==> src/dma_prog_defines.svh <==
// Port addresses, field positions, reset values for the cascaded DMA programming block
`ifndef DMA_PROG_DEFINES_SVH
`define DMA_PROG_DEFINES_SVH

`define LO_CMD_ADDR    8'h08
`define LO_REQ_ADDR    8'h09
`define LO_SMASK_ADDR  8'h0A
`define LO_MODE_ADDR   8'h0B
`define LO_AMASK_ADDR  8'h0F
`define UP_CMD_ADDR    8'hD0
`define UP_REQ_ADDR    8'hD2
`define UP_SMASK_ADDR  8'hD4
`define UP_MODE_ADDR   8'hD6
`define UP_AMASK_ADDR  8'hDE

`define CMD_ACK_POL    7
`define CMD_REQ_LOW    6
`define CMD_ROTATE     4
`define CMD_DISABLE    2
`define WR_SET_BIT     2
`define MODE_DEC_BIT   5
`define MODE_AUTO_BIT  4

`define CMD_RESET      8'h00
`define MODE_RESET     6'h00
`define MASK_RESET     1'b1
`define TYPE_IGNORED   2'h0

`endif

==> src/dma_prog_pkg.sv <==
// Types shared by the DMA programming block
package dma_prog_pkg;

  typedef enum logic [1:0] {
    MODE_DEMAND  = 2'h0,
    MODE_SINGLE  = 2'h1,
    MODE_BLOCK   = 2'h2,
    MODE_CASCADE = 2'h3
  } xfer_mode_t;

  typedef enum logic [1:0] {
    ARB_IDLE  = 2'b01,
    ARB_GRANT = 2'b10
  } arb_state_t;

endpackage

==> src/dma_strobe_if.sv <==
// Decoded register write and status read strobes, one bit per controller
`timescale 1ns/100ps
interface dma_strobe_if;
  logic [1:0] wr_cmd;
  logic [1:0] wr_mode;
  logic [1:0] wr_req;
  logic [1:0] wr_smask;
  logic [1:0] wr_amask;
  logic [1:0] rd_stat;
  logic [7:0] wdata;

  modport dec  (output wr_cmd, wr_mode, wr_req, wr_smask, wr_amask, rd_stat, wdata);
  modport core (input  wr_cmd, wr_mode, wr_req, wr_smask, wr_amask, rd_stat, wdata);
endinterface
==> src/dma_arbiter.sv <==
// Four-channel arbiter with fixed or rotating priority
`timescale 1ns/100ps
module dma_arbiter (
  input  wire logic       sys_clk,
  input  wire logic       rst,
  input  wire logic [3:0] req,
  input  wire logic       enable,
  input  wire logic       rotate,
  output logic      [3:0] grant
);
  dma_prog_pkg::arb_state_t state_r;
  logic [3:0] grant_r;
  logic [1:0] top_r;
  logic [1:0] top_nxt;
  logic [3:0] pick;

  // First requester at or after the highest-priority slot
  always_comb begin
    logic [1:0] idx;
    logic       found;
    idx   = 2'h0;
    found = 1'b0;
    pick  = 4'h0;
    for (int k = 0; k < 4; k++) begin
      idx = top_nxt + k[1:0];
      if (!found && req[idx]) begin
        pick[idx] = 1'b1;
        found     = 1'b1;
      end
    end
  end

  // Fixed priority keeps channel 0 on top
  assign top_nxt = rotate ? top_r : 2'h0;

  always_ff @(posedge sys_clk) begin
    if (rst) begin
      state_r <= dma_prog_pkg::ARB_IDLE;
      grant_r <= 4'h0;
    end else begin
      case (state_r)
        dma_prog_pkg::ARB_IDLE: begin
          if (enable && (req != 4'h0)) begin
            grant_r <= pick;
            state_r <= dma_prog_pkg::ARB_GRANT;
          end
        end
        dma_prog_pkg::ARB_GRANT: begin
          if (!enable || ((grant_r & req) == 4'h0)) begin
            grant_r <= 4'h0;
            state_r <= dma_prog_pkg::ARB_IDLE;
          end
        end
        default: begin
          grant_r <= 4'h0;
          state_r <= dma_prog_pkg::ARB_IDLE;
        end
      endcase
    end
  end

  // Serviced channel drops to lowest priority
  always_ff @(posedge sys_clk) begin
    if (rst) begin
      top_r <= 2'h0;
    end else if (state_r == dma_prog_pkg::ARB_GRANT && (grant_r & req) == 4'h0) begin
      for (int k = 0; k < 4; k++) begin
        if (grant_r[k]) begin
          top_r <= k[1:0] + 2'h1;
        end
      end
    end
  end

  assign grant = grant_r;
endmodule

==> src/dma_port_decode.sv <==
// I/O port decoder for both controllers
`timescale 1ns/100ps
`include "dma_prog_defines.svh"
module dma_port_decode (
  input  wire logic [7:0] io_addr,
  input  wire logic       io_wr,
  input  wire logic       io_rd,
  input  wire logic [7:0] io_wdata,
  dma_strobe_if.dec       stb
);
  always_comb begin
    stb.wdata       = io_wdata;
    stb.wr_cmd[0]   = io_wr && (io_addr == `LO_CMD_ADDR);
    stb.wr_cmd[1]   = io_wr && (io_addr == `UP_CMD_ADDR);
    stb.wr_req[0]   = io_wr && (io_addr == `LO_REQ_ADDR);
    stb.wr_req[1]   = io_wr && (io_addr == `UP_REQ_ADDR);
    stb.wr_smask[0] = io_wr && (io_addr == `LO_SMASK_ADDR);
    stb.wr_smask[1] = io_wr && (io_addr == `UP_SMASK_ADDR);
    stb.wr_mode[0]  = io_wr && (io_addr == `LO_MODE_ADDR);
    stb.wr_mode[1]  = io_wr && (io_addr == `UP_MODE_ADDR);
    stb.wr_amask[0] = io_wr && (io_addr == `LO_AMASK_ADDR);
    stb.wr_amask[1] = io_wr && (io_addr == `UP_AMASK_ADDR);
    stb.rd_stat[0]  = io_rd && (io_addr == `LO_CMD_ADDR);
    stb.rd_stat[1]  = io_rd && (io_addr == `UP_CMD_ADDR);
  end
endmodule

==> src/dma_prog_top.sv <==
// Cascaded two-controller DMA programming registers, request sensing and arbitration
`timescale 1ns/100ps
`include "dma_prog_defines.svh"
module dma_prog_top (
  input  wire logic        sys_clk,
  input  wire logic        sys_rst,
  input  wire logic        processor_reset,
  input  wire logic [7:0]  io_addr,
  input  wire logic        io_wr,
  input  wire logic        io_rd,
  input  wire logic [7:0]  io_wdata,
  output logic      [7:0]  io_rdata,
  input  wire logic [7:0]  transfer_request,
  input  wire logic [7:0]  terminal_count,
  output logic      [7:0]  transfer_acknowledge,
  output logic      [15:0] chan_xfer_mode,
  output logic      [7:0]  chan_decrement,
  output logic      [7:0]  chan_autoinit,
  output logic      [15:0] chan_xfer_type
);
  logic       rst;
  logic [7:0] cmd_r [2];
  logic [5:0] mode_r [8];
  logic [7:0] sreq_r;
  logic [7:0] mask_r;
  logic [7:0] tcst_r;
  logic [7:0] hw_req;
  logic [7:0] pend;
  logic [7:0] eff_req;
  logic [1:0] grp_en;
  logic [3:0] lo_grant;
  logic [3:0] up_grant;
  logic [7:0] grant;
  logic [7:0] rdata_r;
  logic       cascade_req;

  dma_strobe_if stb ();

  // Processor reset and system reset both load defaults
  assign rst = sys_rst | processor_reset;

  dma_port_decode u_decode (
    .io_addr  (io_addr),
    .io_wr    (io_wr),
    .io_rd    (io_rd),
    .io_wdata (io_wdata),
    .stb      (stb)
  );

  // Command registers
  generate
    for (genvar c = 0; c < 2; c++) begin : g_cmd
      always_ff @(posedge sys_clk) begin
        if (rst) begin
          cmd_r[c] <= `CMD_RESET;
        end else if (stb.wr_cmd[c]) begin
          cmd_r[c] <= stb.wdata;
        end
      end
    end
  endgenerate

  // Upper disable also shuts the lower group
  assign grp_en[1] = ~cmd_r[1][`CMD_DISABLE];
  assign grp_en[0] = ~cmd_r[0][`CMD_DISABLE] & grp_en[1];

  // Lower requests reach the upper controller through channel 4
  assign cascade_req = |eff_req[3:0];

  generate
    for (genvar i = 0; i < 8; i++) begin : g_chan
      localparam int C = i / 4;
      localparam logic [1:0] SEL = 2'(i % 4);
      logic sel_hit;

      assign sel_hit = (stb.wdata[1:0] == SEL);

      // Channel mode register
      always_ff @(posedge sys_clk) begin
        if (rst) begin
          mode_r[i] <= `MODE_RESET;
        end else if (stb.wr_mode[C] && sel_hit) begin
          mode_r[i][5:4] <= stb.wdata[7:6];
          mode_r[i][3]   <= stb.wdata[`MODE_DEC_BIT];
          mode_r[i][2]   <= stb.wdata[`MODE_AUTO_BIT];
          if (stb.wdata[7:6] == dma_prog_pkg::MODE_CASCADE) begin
            mode_r[i][1:0] <= `TYPE_IGNORED;
          end else begin
            mode_r[i][1:0] <= stb.wdata[3:2];
          end
        end
      end

      // Software request: a write beats a same-cycle terminal count
      always_ff @(posedge sys_clk) begin
        if (rst) begin
          sreq_r[i] <= 1'b0;
        end else if (stb.wr_req[C] && sel_hit) begin
          sreq_r[i] <= stb.wdata[`WR_SET_BIT];
        end else if (terminal_count[i]) begin
          sreq_r[i] <= 1'b0;
        end
      end

      // Mask bit: automatic set on terminal count wins over a clear
      always_ff @(posedge sys_clk) begin
        if (rst) begin
          mask_r[i] <= `MASK_RESET;
        end else if (terminal_count[i] && !mode_r[i][2]) begin
          mask_r[i] <= 1'b1;
        end else if (stb.wr_smask[C] && sel_hit) begin
          mask_r[i] <= stb.wdata[`WR_SET_BIT];
        end else if (stb.wr_amask[C]) begin
          mask_r[i] <= stb.wdata[SEL];
        end
      end

      // Terminal count status, cleared by a status read
      always_ff @(posedge sys_clk) begin
        if (rst) begin
          tcst_r[i] <= 1'b0;
        end else if (terminal_count[i]) begin
          tcst_r[i] <= 1'b1;
        end else if (stb.rd_stat[C]) begin
          tcst_r[i] <= 1'b0;
        end
      end

      // Request sensing and effective request
      if (i == 4) begin : g_casc
        assign hw_req[i]  = cascade_req;
        assign pend[i]    = cascade_req | sreq_r[i];
        assign eff_req[i] = (hw_req[i] & ~mask_r[i]) | sreq_r[i];
      end else begin : g_pin
        assign hw_req[i] = transfer_request[i] ^ cmd_r[C][`CMD_REQ_LOW];
        assign pend[i]   = hw_req[i] | sreq_r[i];
        if (C == 0) begin : g_lo
          // Upper channel 0 mask blocks the lower hardware requests
          assign eff_req[i] = (hw_req[i] & ~mask_r[i] & ~mask_r[4]) | sreq_r[i];
        end else begin : g_up
          assign eff_req[i] = (hw_req[i] & ~mask_r[i]) | sreq_r[i];
        end
      end

      // Acknowledge pin with programmed polarity; channel 4 has no pin
      if (i == 4) begin : g_noack
        assign transfer_acknowledge[i] = ~cmd_r[C][`CMD_ACK_POL];
      end else begin : g_ack
        assign transfer_acknowledge[i] = grant[i] ? cmd_r[C][`CMD_ACK_POL]
                                                  : ~cmd_r[C][`CMD_ACK_POL];
      end

      assign chan_xfer_mode[2*i +: 2] = mode_r[i][5:4];
      assign chan_decrement[i]        = mode_r[i][3];
      assign chan_autoinit[i]         = mode_r[i][2];
      assign chan_xfer_type[2*i +: 2] = mode_r[i][1:0];
    end
  endgenerate

  dma_arbiter u_arb_lo (
    .sys_clk (sys_clk),
    .rst     (rst),
    .req     (eff_req[3:0]),
    .enable  (grp_en[0]),
    .rotate  (cmd_r[0][`CMD_ROTATE]),
    .grant   (lo_grant)
  );

  dma_arbiter u_arb_up (
    .sys_clk (sys_clk),
    .rst     (rst),
    .req     (eff_req[7:4]),
    .enable  (grp_en[1]),
    .rotate  (cmd_r[1][`CMD_ROTATE]),
    .grant   (up_grant)
  );

  // Lower acknowledges only pass while the upper controller serves channel 4
  assign grant = {up_grant, lo_grant & {4{up_grant[0]}}};

  // Status read data, registered; other reads return zero
  always_ff @(posedge sys_clk) begin
    if (rst) begin
      rdata_r <= 8'h00;
    end else if (stb.rd_stat[0]) begin
      rdata_r <= {pend[3:0], tcst_r[3:0]};
    end else if (stb.rd_stat[1]) begin
      rdata_r <= {pend[7:4], tcst_r[7:4]};
    end else if (io_rd) begin
      rdata_r <= 8'h00;
    end
  end

  assign io_rdata = rdata_r;
endmodule

==> config.mk <==
export PLATFORM = sky130hd
export DESIGN_NAME = dma_prog_top
export DESIGN_NICKNAME = d
export VERILOG_FILES = /design/src/dma_prog_pkg.sv /design/src/dma_strobe_if.sv /design/src/dma_arbiter.sv /design/src/dma_port_decode.sv /design/src/dma_prog_top.sv
export VERILOG_INCLUDE_DIRS = /design/src /design/src/src
export SDC_FILE = /design/constraint.sdc
export NUM_CORES = 1
export LEC_CHECK = 0
export BUFFER_PORTS_ARGS = -buffer_cell sky130_fd_sc_hd__buf_2
export CORE_ASPECT_RATIO = 1.4
export CORE_MARGIN = 8
export CORE_UTILIZATION = 42
export CTS_BUF_LIST = sky130_fd_sc_hd__clkbuf_4
export DETAILED_ROUTE_END_ITERATION = 6
export GPL_TIMING_DRIVEN = 0
export PLACE_DENSITY = 0.69
export REMOVE_ABC_BUFFERS = 1
export SYNTH_ARGS = -nofsm -noshare
export SYNTH_HDL_FRONTEND = slang
export SYNTH_SLANG_ARGS = --single-unit
export TNS_END_PERCENT = 5
==> constraint.sdc <==
create_clock -name sys_clk -period 2.9 [get_ports sys_clk]
set_input_delay 0.58 -clock sys_clk [delete_from_list [all_inputs] [get_ports sys_clk]]
set_output_delay 0.58 -clock sys_clk [all_outputs]
set_load 0.01 [all_outputs]
==> results.yml, run 1 <==
route:
  drtIter0Drc: 400
  drc: 0
  wirelength_mm: 15.9
  first_pass_iters: 5
  route.antenna.remaining_nets: 0
  viasPerCell: 5.84
  vias: 4780
  wl_per_cell_um: 19.4
placement:
  dpl.hpwl_mm: 12.1
  dp_cells: 802
  place.gp.congestion: 0.898
  portBuffers: 99
  placed_cell_area_um2: 6110
timing:
  period_share_pct: 86.1
  setup_viol: 0
  fmax_mhz: 400
  fin_skew_ns: 0.0118
  holdWs_ns: 0.358
  hold_viol: 0
  final.setup.tns_ns: 0
  fin_crit_ns: 2.50
  maxSlewViolCount: 0
  worstMarginPinSlew_ns: 1.25
  rsz0062_at_grt: "false"
  relSlewSlack_pct: 16.3
worst_setup_path:
  critPathSlowestCell: "edfxtp_1"
  crit_fanout: 7
  max_stage_delay_ns: 0.52
  crit_chain: "xor2_1 -> a21oi_2 -> a41oi_4 -> nor2_2 -> a21oi_1 -> a222oi_1 -> o21ai_1"
  crit_required_ns: 3.26
  critPathLaunchType: "register"
  crit_start: "cmd_r[0][6]"
  critical_path_arrival_ns: 2.86
  endpoint_kind: "register"
  r2r-start: "cmd_r[0][6]"
  crit_type: "reg2reg"
power_and_ir_drop:
  vdd_drop_max_v: 0.000347
  intPower_mw: 1.87
  finalPower_mw: 2.58
  power_frac_comb_pct: 9.3
  switching_power_mw: 0.715
  power.clock.fraction_pct: 27.8
  p_leak_nw: 2.54
  p_sw_share_pct: 27.7
  power_frac_seq_pct: 62.8
  cellPowerDensity_nw_per_um2: 414
clocking:
  clockBufferDepth: 2
  clock_sinks: 104
  cts_root_buf: "clkbuf_4"
  post_cts_resized: 0
  cts_hold_buf: 0
  cts_setup_buffers: 0
  clk_pin_slew_worst_paths_ns: 0.17
  insertion_delay_ns: 0.46
  numCtsBuffers: 9
  cts_tree: "built"
  htree_levels: 3
cells_and_area:
  num-nets-final: 711
  area_growth_pct: 13.1
  diodes: 0
  final_cell_count_no_fill: 818
  drive_above_1_share_pct: 20.8
  fin_area_um2: 6240
global_route:
  antenna_found_initial: 0
  track_usage_pct: 18.5
  grt_max_degree: 43
  grt_pass1_wl_mm: 25.0
  overflow: 0
  grt_pass1_vias: 4792
synth:
  synth-edff-count: 56
  yosys_warnings: 0
  synth_cell_types: 59
  synth-main-ff-cell: "edfxtp_1"
  syn-instance-count: 575
  syn-cell-area_um2: 5520
  synth.avg_cell_area_um2: 9.59
  async_reset_ff_share_pct: 0
  yosysSeqAreaShare_pct: 47.9
  ys_ff_latch: 104
die:
  rows: 49
  die_h_um: 152
  die_area_um2: 17100
  core_um2: 12800
  start_util_pct: 43.0
  ioPinCount: 101
  die_w_um: 113
job:
  cap_violations: 0
min_path:
  worstHoldStart: "terminal_count[1]"
  min_path_type: "in2reg"
outcome:
  status: "finished clean"
## Yosys cell counts (all sizes together), types with 2 or more instances
cell type | count | area (um^2)
edfxtp | 56 | 1680
nor2 | 55 | 211
dfxtp | 48 | 961
nand2 | 40 | 153
o21ai | 36 | 180
a21oi | 32 | 175
nand3 | 32 | 160
and3 | 28 | 175
inv | 24 | 90.1
and2 | 23 | 144
clkbuf | 21 | 78.8
nor3 | 19 | 105
ha | 14 | 175
a211oi | 12 | 100
mux2i | 11 | 110
xor2 | 10 | 87.6
a221oi | 9 | 78.8
nand2b | 9 | 56.3
nand4 | 9 | 56.3
a22oi | 8 | 60.1
nand3b | 8 | 60.1
a21o | 6 | 45.0
o311ai | 6 | 52.6
a31oi | 5 | 46.3
o211ai | 5 | 37.5
a222oi | 4 | 40.0
a22o | 4 | 35.0
buf | 4 | 17.5
nor2b | 4 | 25.0
xnor2 | 4 | 35.0
o21a | 3 | 22.5
or2 | 3 | 18.8
or3 | 3 | 18.8
a211o | 2 | 17.5
mux2 | 2 | 22.5
nor4 | 2 | 18.8
o22ai | 2 | 12.5
o311a | 2 | 31.3
o31ai | 2 | 15.0
## critical path, delay by kind of cell (launching register included)
kind                      cells  cell delay [ns]
DFF                           1             0.52
xor gates and xnor gates      1             0.25
and+or+nand+nor               1             0.33
AOI/OAI and AO/OA             5             1.30
## placed cells by master, fill, tap and decap left out, types with 5 or more instances in the layout
| cell | n |
|---|---|
| inv_1 | 24 |
| edfxtp_1 | 56 |
| ha_1 | 14 |
| nor3_1 | 17 |
| o311ai_0 | 5 |
| nand3_1 | 32 |
| o211ai_1 | 5 |
| a21o_1 | 6 |
| o21ai_1 | 5 |
| and2_1 | 22 |
| clkbuf_4 | 9 |
| mux2i_1 | 11 |
| nand2b_1 | 9 |
| nand3b_1 | 8 |
| dfxtp_1 | 48 |
| nand4_1 | 9 |
| xor2_1 | 10 |
| nand2_1 | 39 |
| a21oi_1 | 28 |
| a221oi_1 | 9 |
| buf_2 | 99 |
| a211oi_1 | 10 |
| and3_1 | 28 |
| o21ai_0 | 31 |
| nor2_1 | 52 |
| a22oi_1 | 8 |
## path summary, 6_finish.rpt
kind                       endpoint  slack [ns]  cells past startpoint
setup reg to reg  u_arb_up.grant[0]        0.40                      7
hold reg to reg   u_arb_up.top_r[0]        0.47                      2
hold / removal            tcst_r[1]        0.36                      3
setup / recovery  u_arb_up.grant[0]        0.40                      7
## cell type report
class | instances | area, um^2
Sequential cell | 104 | 2640
Tap cell | 153 | 191
Multi-Input combinational cell | 421 | 2690
Inverter | 25 | 93.8
Timing Repair Buffer | 99 | 495
Clock buffer | 9 | 67.6
Clock inverter | 7 | 61.3
Fill cell | 1211 | 6580
## state kept, by name, indices dropped and copies added, names as in the netlist
signal / count
sreq_r: 8
u_arb_up.grant: 4
cmd_r: 8
tcst_r: 8
mask_r: 8
u_arb_up.top_r: 2
io_rdata: 8
u_arb_lo.grant: 4
mode_r: 48
u_arb_lo.top_r: 2
u_arb_lo.state_r: 2
u_arb_up.state_r: 2
## stage by stage
step	utilization, %	setup WS, ns
5_1_grt	48.7	0.265
4_1_cts	48.7	0.398
3_5_place_dp	47.7	-0.132
3_3_place_gp	47.7	-0.0479
6_report	48.7	0.403
2_1_floorplan	-	0.660
## cells by family after synthesis
group,count (synthesis),share of synthesized area [%]
mux,14,2.81
xor+xnor,14,2.22
flops,104,47.9
compound gates,143,18.5
buf+inv,50,3.45
fa+ha+maj,14,3.18
simple gates,236,22.0
## power groups by stage
stage	combinational [mW]	sequential [mW]	clock, mW
finish	0.241	1.62	0.718
global route	0.264	1.63	0.790
CTS	0.242	1.62	0.733
detailed placement	0.242	1.65	0
global placement	0.237	1.65	0
floorplan	0.0818	1.67	0
## layer usage
metal,vias up,wire length [um],GRT usage [%]
li1,2302,-,-
met3,34,1430,7.06
met5,-,0,0
met1,2279,6250,20.1
met4,0,497,7.75
met2,165,7710,31.8
Power figures use the tool's default switching activity.
==> inputs of run 2 (changes only) <==
--- a/config.mk
+++ b/config.mk
@@ -6,6 +6,7 @@
 export SDC_FILE = /design/constraint.sdc
 export NUM_CORES = 1
 export LEC_CHECK = 0
+export ABC_AREA = 1
 export BUFFER_PORTS_ARGS = -buffer_cell sky130_fd_sc_hd__buf_2
 export CORE_ASPECT_RATIO = 1.4
 export CORE_MARGIN = 8
==> run 2 against run 1 <==
Compared with the run above: critical path depth fell by 1; critical path type is now in2reg; count of clock-buffer cells in the layout did not move; non-clock buffer count did not move; register-to-register slack improved by 0.30 ns; highest routed layer is now met5; via count rose by 0.36%; clock power fell by 2%; global-route usage fell by 1.2 points; final cell count rose by 14%; sequential power barely moved; sequential cell count did not move; utilization rose by 0.37 points.
==> results.yml, run 2 <==
outcome:
  status: "finished clean"
timing:
  maxSlewViolCount: 0
  fin_crit_ns: 2.43
  setup_viol: 0
  worstMarginPinSlew_ns: 1.17
  period_share_pct: 83.8
  relSlewSlack_pct: 21.9
  fmax_mhz: 411
  hold_viol: 0
  fin_skew_ns: 0.0147
  rsz0062_at_grt: "false"
synth:
  syn-instance-count: 677
  synth_area_leaders: "edfxtp_1, dfxtp_1, nand2_1"
  syn-cell-area_um2: 5500
  synth-edff-count: 56
  yosys.area.top_type_share_pct: 30.6
  yosysTopAreaCell: "edfxtp_1"
  ys_ff_latch: 104
  async_reset_ff_share_pct: 0
  yosysSeqAreaShare_pct: 48.0
  synth.avg_cell_area_um2: 8.13
  yosysMostFrequentCell: "nand2_1"
  synth_commonest_cells: "nand2_1, inv_1, nor2_1"
  synth_cell_types: 42
  yosys_warnings: 0
  synth-main-ff-cell: "edfxtp_1"
route:
  first_pass_iters: 5
  wirelength_mm: 14.4
  vias: 4797
  viasPerCell: 5.13
  drc: 0
  route.antenna.remaining_nets: 0
  drtIter0Drc: 328
  wl_per_cell_um: 15.4
global_route:
  overflow: 0
  track_usage_pct: 17.3
  antenna_found_initial: 1
  grt_pass1_vias: 4690
  grt_max_degree: 42
  grt_pass1_wl_mm: 23.4
power_and_ir_drop:
  power_frac_comb_pct: 9.4
  vdd_drop_max_v: 0.000290
  p_leak_nw: 2.81
  switching_power_mw: 0.711
  intPower_mw: 1.85
  power_frac_seq_pct: 63.1
  power.clock.fraction_pct: 27.5
  finalPower_mw: 2.57
  p_sw_share_pct: 27.7
  cellPowerDensity_nw_per_um2: 408
job:
  cap_violations: 0
clocking:
  numCtsBuffers: 9
  cts_hold_buf: 0
  htree_levels: 3
  cts_tree: "built"
  clockBufferDepth: 2
  cts_root_buf: "clkbuf_4"
  clock_sinks: 104
  post_cts_resized: 0
  insertion_delay_ns: 0.47
  clk_pin_slew_worst_paths_ns: 0.16
  cts_setup_buffers: 0
cells_and_area:
  layout_common_cells: "nand2_1, buf_2, inv_1, nor2_1, edfxtp_1"
  final_cell_count_no_fill: 935
  largest_reg_flops: 48
  diodes: 0
  fillers: 1260
  seq_area_um2: 2640
  regMostFlops: "mode_r"
  area_growth_pct: 14.2
  multi_input_area_um2: 2440
  final_common_cell: "nand2_1"
  fin_util_pct: 49.0
  drive_above_1_share_pct: 20.2
  num-nets-final: 828
worst_setup_path:
  critPathSlowestCell: "inv_1"
  crit_required_ns: 3.23
  critPathLaunchType: "input pin"
  endpoint_kind: "register"
  critical_path_arrival_ns: 2.76
  rrSetupSlack_ns: 0.70
  crit_chain: "buf_2 -> nor2_4 -> inv_1 -> nor2_1 -> inv_1 -> nor2_1"
  crit_type: "in2reg"
  max_stage_delay_ns: 0.78
  reg2reg_depth: 10
  crit_fanout: 41
placement:
  place.gp.congestion: 0.843
  dp_cells: 919
  dpl.hpwl_mm: 11.3
  portBuffers: 99
die:
  die_w_um: 113
  ioPinCount: 101
  start_util_pct: 43.0
  core_um2: 12800
  die_h_um: 151
  rows: 49
  die_area_um2: 17100
min_path:
  hold_depth: 3
  min_path_type: "in2reg"
-- run 2: changes by cell type after synthesis, sizes merged, moves of 11 or more --
cell / previous run / this run
nand2: 40 / 157
inv: 24 / 98
nor2: 55 / 93
and3: 28 / 1
and2: 23 / 0
nand3: 32 / 52
a211oi: 12 / 0
clkbuf: 21 / 10
mux2i: 11 / 0
-- run 2: area by class of cell --
| type | count | share of cell area (%) |
|---|---|---|
| multi-input cells | 460 | 38.8 |
| clock buffers | 9 | 1.08 |
| clock inverters | 7 | 0.896 |
| inverters | 103 | 6.27 |
| repair buffers | 99 | 7.88 |
| well taps | 153 | 3.05 |
| flip-flops and latches | 104 | 42.0 |
-- run 2: final timing paths --
| check | endpoint | from |
|---|---|---|
| min reg2reg | u_arb_up.top_r[1] | u_arb_up.top_r[1] |
| max reg2reg | u_arb_lo.grant[0] | cmd_r[0][4] |
| min | tcst_r[5] | terminal_count[5] |
| max | mode_r[1][5] | processor_reset |
-- run 2: per-stage QoR --
stage | TNS, ns | hold WS (ns) | area, um^2 | setup WS, ns
2_1_floorplan | -3.31 | 0.426 | 5470 | -0.140
3_3_place_gp | -147.66 | 0.441 | 6150 | -1.79
3_5_place_dp | -0.00385 | 0.449 | 6160 | -0.00385
4_1_cts | 0 | 0.345 | 6280 | 0.515
5_1_grt | 0 | 0.359 | 6280 | 0.205
6_report | 0 | 0.375 | 6280 | 0.469
-- run 2: cells by family (layout without fill, tap and decap cells) --
| logic type | Yosys count | in the layout | synth area share, % |
|---|---|---|---|
| AO/OA/AOI/OAI | 104 | 104 | 12.0 |
| XOR/XNOR | 10 | 10 | 1.59 |
| adder cells (fa/ha/maj) | 14 | 14 | 3.18 |
| buffers and inverters | 113 | 218 | 7.84 |
| flip-flops | 104 | 104 | 48.0 |
| AND/OR/NAND/NOR | 332 | 332 | 27.4 |
-- run 2: critical path: cells and delay by family --
family,cells,cell delay [ns]
buffers and inverters,3,1.01
AND/OR/NAND/NOR,3,1.14
-- run 2: power groups by stage --
| stage | logic [mW] | clock network [mW] | registers (mW) |
|---|---|---|---|
| after detailed placement | 0.243 | 0 | 1.65 |
| final | 0.241 | 0.707 | 1.62 |
| after global placement | 0.241 | 0 | 1.65 |
| after global routing | 0.265 | 0.790 | 1.62 |
| after floorplan | 0.0948 | 0 | 1.67 |
| after CTS | 0.244 | 0.719 | 1.62 |
-- run 2: per-layer routing --
| layer | part of all wire, % | track usage [%] |
|---|---|---|
| met1 | 41 | 19.0 |
| met2 | 51 | 31.0 |
| met3 | 6.6 | 5.32 |
| met4 | 1.9 | 5.89 |
| met5 | 0.090 | 0 |
==> inputs of run 3 (changes only) <==
--- a/config.mk
+++ b/config.mk
@@ -6,7 +6,7 @@
 export SDC_FILE = /design/constraint.sdc
 export NUM_CORES = 1
 export LEC_CHECK = 0
-export ABC_AREA = 1
+export ABC_AREA = 0
 export BUFFER_PORTS_ARGS = -buffer_cell sky130_fd_sc_hd__buf_2
 export CORE_ASPECT_RATIO = 1.4
 export CORE_MARGIN = 8
@@ -14,7 +14,7 @@
 export CTS_BUF_LIST = sky130_fd_sc_hd__clkbuf_4
 export DETAILED_ROUTE_END_ITERATION = 6
 export GPL_TIMING_DRIVEN = 0
-export PLACE_DENSITY = 0.69
+export PLACE_DENSITY = 0.71
 export REMOVE_ABC_BUFFERS = 1
 export SYNTH_ARGS = -nofsm -noshare
 export SYNTH_HDL_FRONTEND = slang
==> constraint.sdc (replaced) <==
create_clock -name sys_clk -period 2.2 [get_ports sys_clk]
set_input_delay 0.44 -clock sys_clk [delete_from_list [all_inputs] [get_ports sys_clk]]
set_output_delay 0.44 -clock sys_clk [all_outputs]
set_load 0.01 [all_outputs]
==> run 3 against run 2 <==
Compared with the run above: the run now ends with setup timing left; clock power rose by 40%; worst setup slack got worse by 0.62 ns; utilization rose by 2.3 points; wire length rose by 14%; sequential power rose by 32%; register-to-register slack got worse by 0.85 ns; sequential share of layout area fell by 1.9 points; total power rose by 35%; cell area rose by 4.7%; critical endpoint is now u_arb_up.grant[1].
==> results.yml, run 3 (synthesis gave the netlist of run 1 again) <==
worst_setup_path:
  critPathSlowestCell: "edfxtp_1"
  cp_top_family: "compound AO/OA/AOI/OAI gates"
  crit_type: "reg2reg"
  reg2reg_depth: 9
  crit_chain: "buf_8 -> xor2_4 -> a21oi_4 -> a41oi_4 -> buf_6 -> o31ai_4 -> a211oi_4 -> a222oi_1 -> o21ai_1"
  timing.rr.end: "u_arb_up.grant[1]"
  crit_fanout: 6
  endpoint_kind: "register"
  r2r-start: "cmd_r[0][6]"
  critical_path_arrival_ns: 2.71
  critPathLaunchType: "register"
  rrSetupSlack_ns: -0.15
  crit_required_ns: 2.56
  max_stage_delay_ns: 0.43
  crit_buf_inv: 2
power_and_ir_drop:
  power_frac_comb_pct: 10.0
  finalPower_mw: 3.47
  p_sw_share_pct: 26.0
  p_leak_nw: 2.63
  switching_power_mw: 0.903
  vdd_drop_max_v: 0.000421
  power_frac_seq_pct: 61.5
  power.clock.fraction_pct: 28.5
  intPower_mw: 2.57
  cellPowerDensity_nw_per_um2: 528
cells_and_area:
  fin_area_um2: 6580
  fin_util_pct: 51.4
  diodes: 0
  fillers: 1120
  drive_above_1_share_pct: 25.1
  layout_common_cells: "buf_2, edfxtp_1, nor2_1, dfxtp_1, nand2_1"
  regMostFlops: "mode_r"
  final_common_cell: "buf_2"
  area_growth_pct: 19.3
  largest_reg_flops: 48
  num-nets-final: 724
die:
  core_um2: 12800
  die_h_um: 152
  die_area_um2: 17100
  ioPinCount: 101
  die_w_um: 113
  rows: 49
  start_util_pct: 43.0
placement:
  place.gp.congestion: 0.940
  portBuffers: 99
  dp_slack_ns: -0.707
  dpl.hpwl_mm: 12.0
  placed_cell_area_um2: 6110
global_route:
  grt_pass1_wl_mm: 24.4
  overflow: 0
  track_usage_pct: 18.0
  grt_pass1_vias: 4731
  grt_max_degree: 43
  antenna_found_initial: 0
clocking:
  clk_pin_slew_worst_paths_ns: 0.16
  htree_levels: 3
  cts_root_buf: "clkbuf_4"
  clock_sinks: 104
  cts_tree: "built"
  numCtsBuffers: 9
  clockBufferDepth: 2
  insertion_delay_ns: 0.47
timing:
  setup_viol: 8
  fmax_mhz: 425
  fin_skew_ns: 0.0138
  worst_slack_ns: -0.155
  rsz0062_at_grt: "true"
  worstMarginPinSlew_ns: 1.29
  relSlewSlack_pct: 13.5
  hold_viol: 0
  period_share_pct: 107
  maxSlewViolCount: 0
  fin_crit_ns: 2.35
min_path:
  min_delay_worst_endpoint: "tcst_r[7]"
  worstHoldStart: "terminal_count[7]"
  min_path_type: "in2reg"
  hold_depth: 3
outcome:
  violations: "setup timing"
  status: "complete, but fails checks"
route:
  drc: 0
  first_pass_iters: 5
  wl_per_cell_um: 19.8
  viasPerCell: 5.89
  vias: 4888
  drtIter0Drc: 346
  route.antenna.remaining_nets: 0
  wirelength_mm: 16.4
job:
  cap_violations: 0
==> run 3: worst max-delay path by stage <==
stage                               start                end  depth (start not counted)
after CTS                     cmd_r[0][6]  u_arb_up.grant[1]                          7
after global routing          cmd_r[0][6]  u_arb_up.grant[1]                          9
final                         cmd_r[0][6]  u_arb_up.grant[1]                          9
after detailed placement  processor_reset       mode_r[1][4]                          3
after global placement    processor_reset      mode_r[0][15]                          3
after floorplan                io_addr[5]      mode_r[0][10]                          5
==> run 3: metal layers <==
metal	global-route usage, %	vias up	routed length, um
met5	0	-	0
met4	9.69	0	720
met3	4.84	49	1200
met2	31.8	203	8160
met1	19.4	2320	6320
li1	-	2316	-
==> run 3: worst register-to-register path, cell delays in order, from the launching register on <==
cell and delay, ns:
edfxtp_1 0.43, buf_8 0.17, xor2_4 0.17, a21oi_4 0.19, a41oi_4 0.24, buf_6 0.20
o31ai_4 0.28, a211oi_4 0.12, a222oi_1 0.31, o21ai_1 0.12
==> run 3: repair_timing <==
| item | 4_1_cts | 5_1_grt |
|---|---|---|
| hold buffers | 0 | 0 |
| pin swaps | 3 | 25 |
| setup buffers | 2 | 11 |
| resized for setup | 4 | 39 |
| cloned | 0 | 0 |
| setup endpoints to repair | 39 | 28 |
==> run 3: power groups by stage <==
stage	combinational (mW)	sequential (mW)	clock (mW)
2_1_floorplan	0.108	2.20	0
4_1_cts	0.319	2.14	0.991
3_5_place_dp	0.318	2.18	0
5_1_grt	0.371	2.14	1.07
6_report	0.347	2.14	0.990
3_3_place_gp	0.311	2.18	0
==> run 3: layout make-up <==
class / count / area [um^2] / area share, %
Clock inverter: 5 / 58.8 / 0.894
Sequential cell: 104 / 2640 / 40.2
Timing Repair Buffer: 112 / 604 / 9.18
Clock buffer: 10 / 75.1 / 1.14
Multi-Input combinational cell: 421 / 2910 / 44.2
Inverter: 25 / 97.6 / 1.48
Tap cell: 153 / 191 / 2.91
==> run 3: metrics by stage <==
step,cells,TNS (ns),hold slack (ns)
floorplan,550,0,0.428
global placement,802,-36.39,0.439
detailed placement,802,-42.61,0.459
CTS,819,-1.32,0.191
global route,830,-1.51,0.189
finish,830,-0.611,0.197
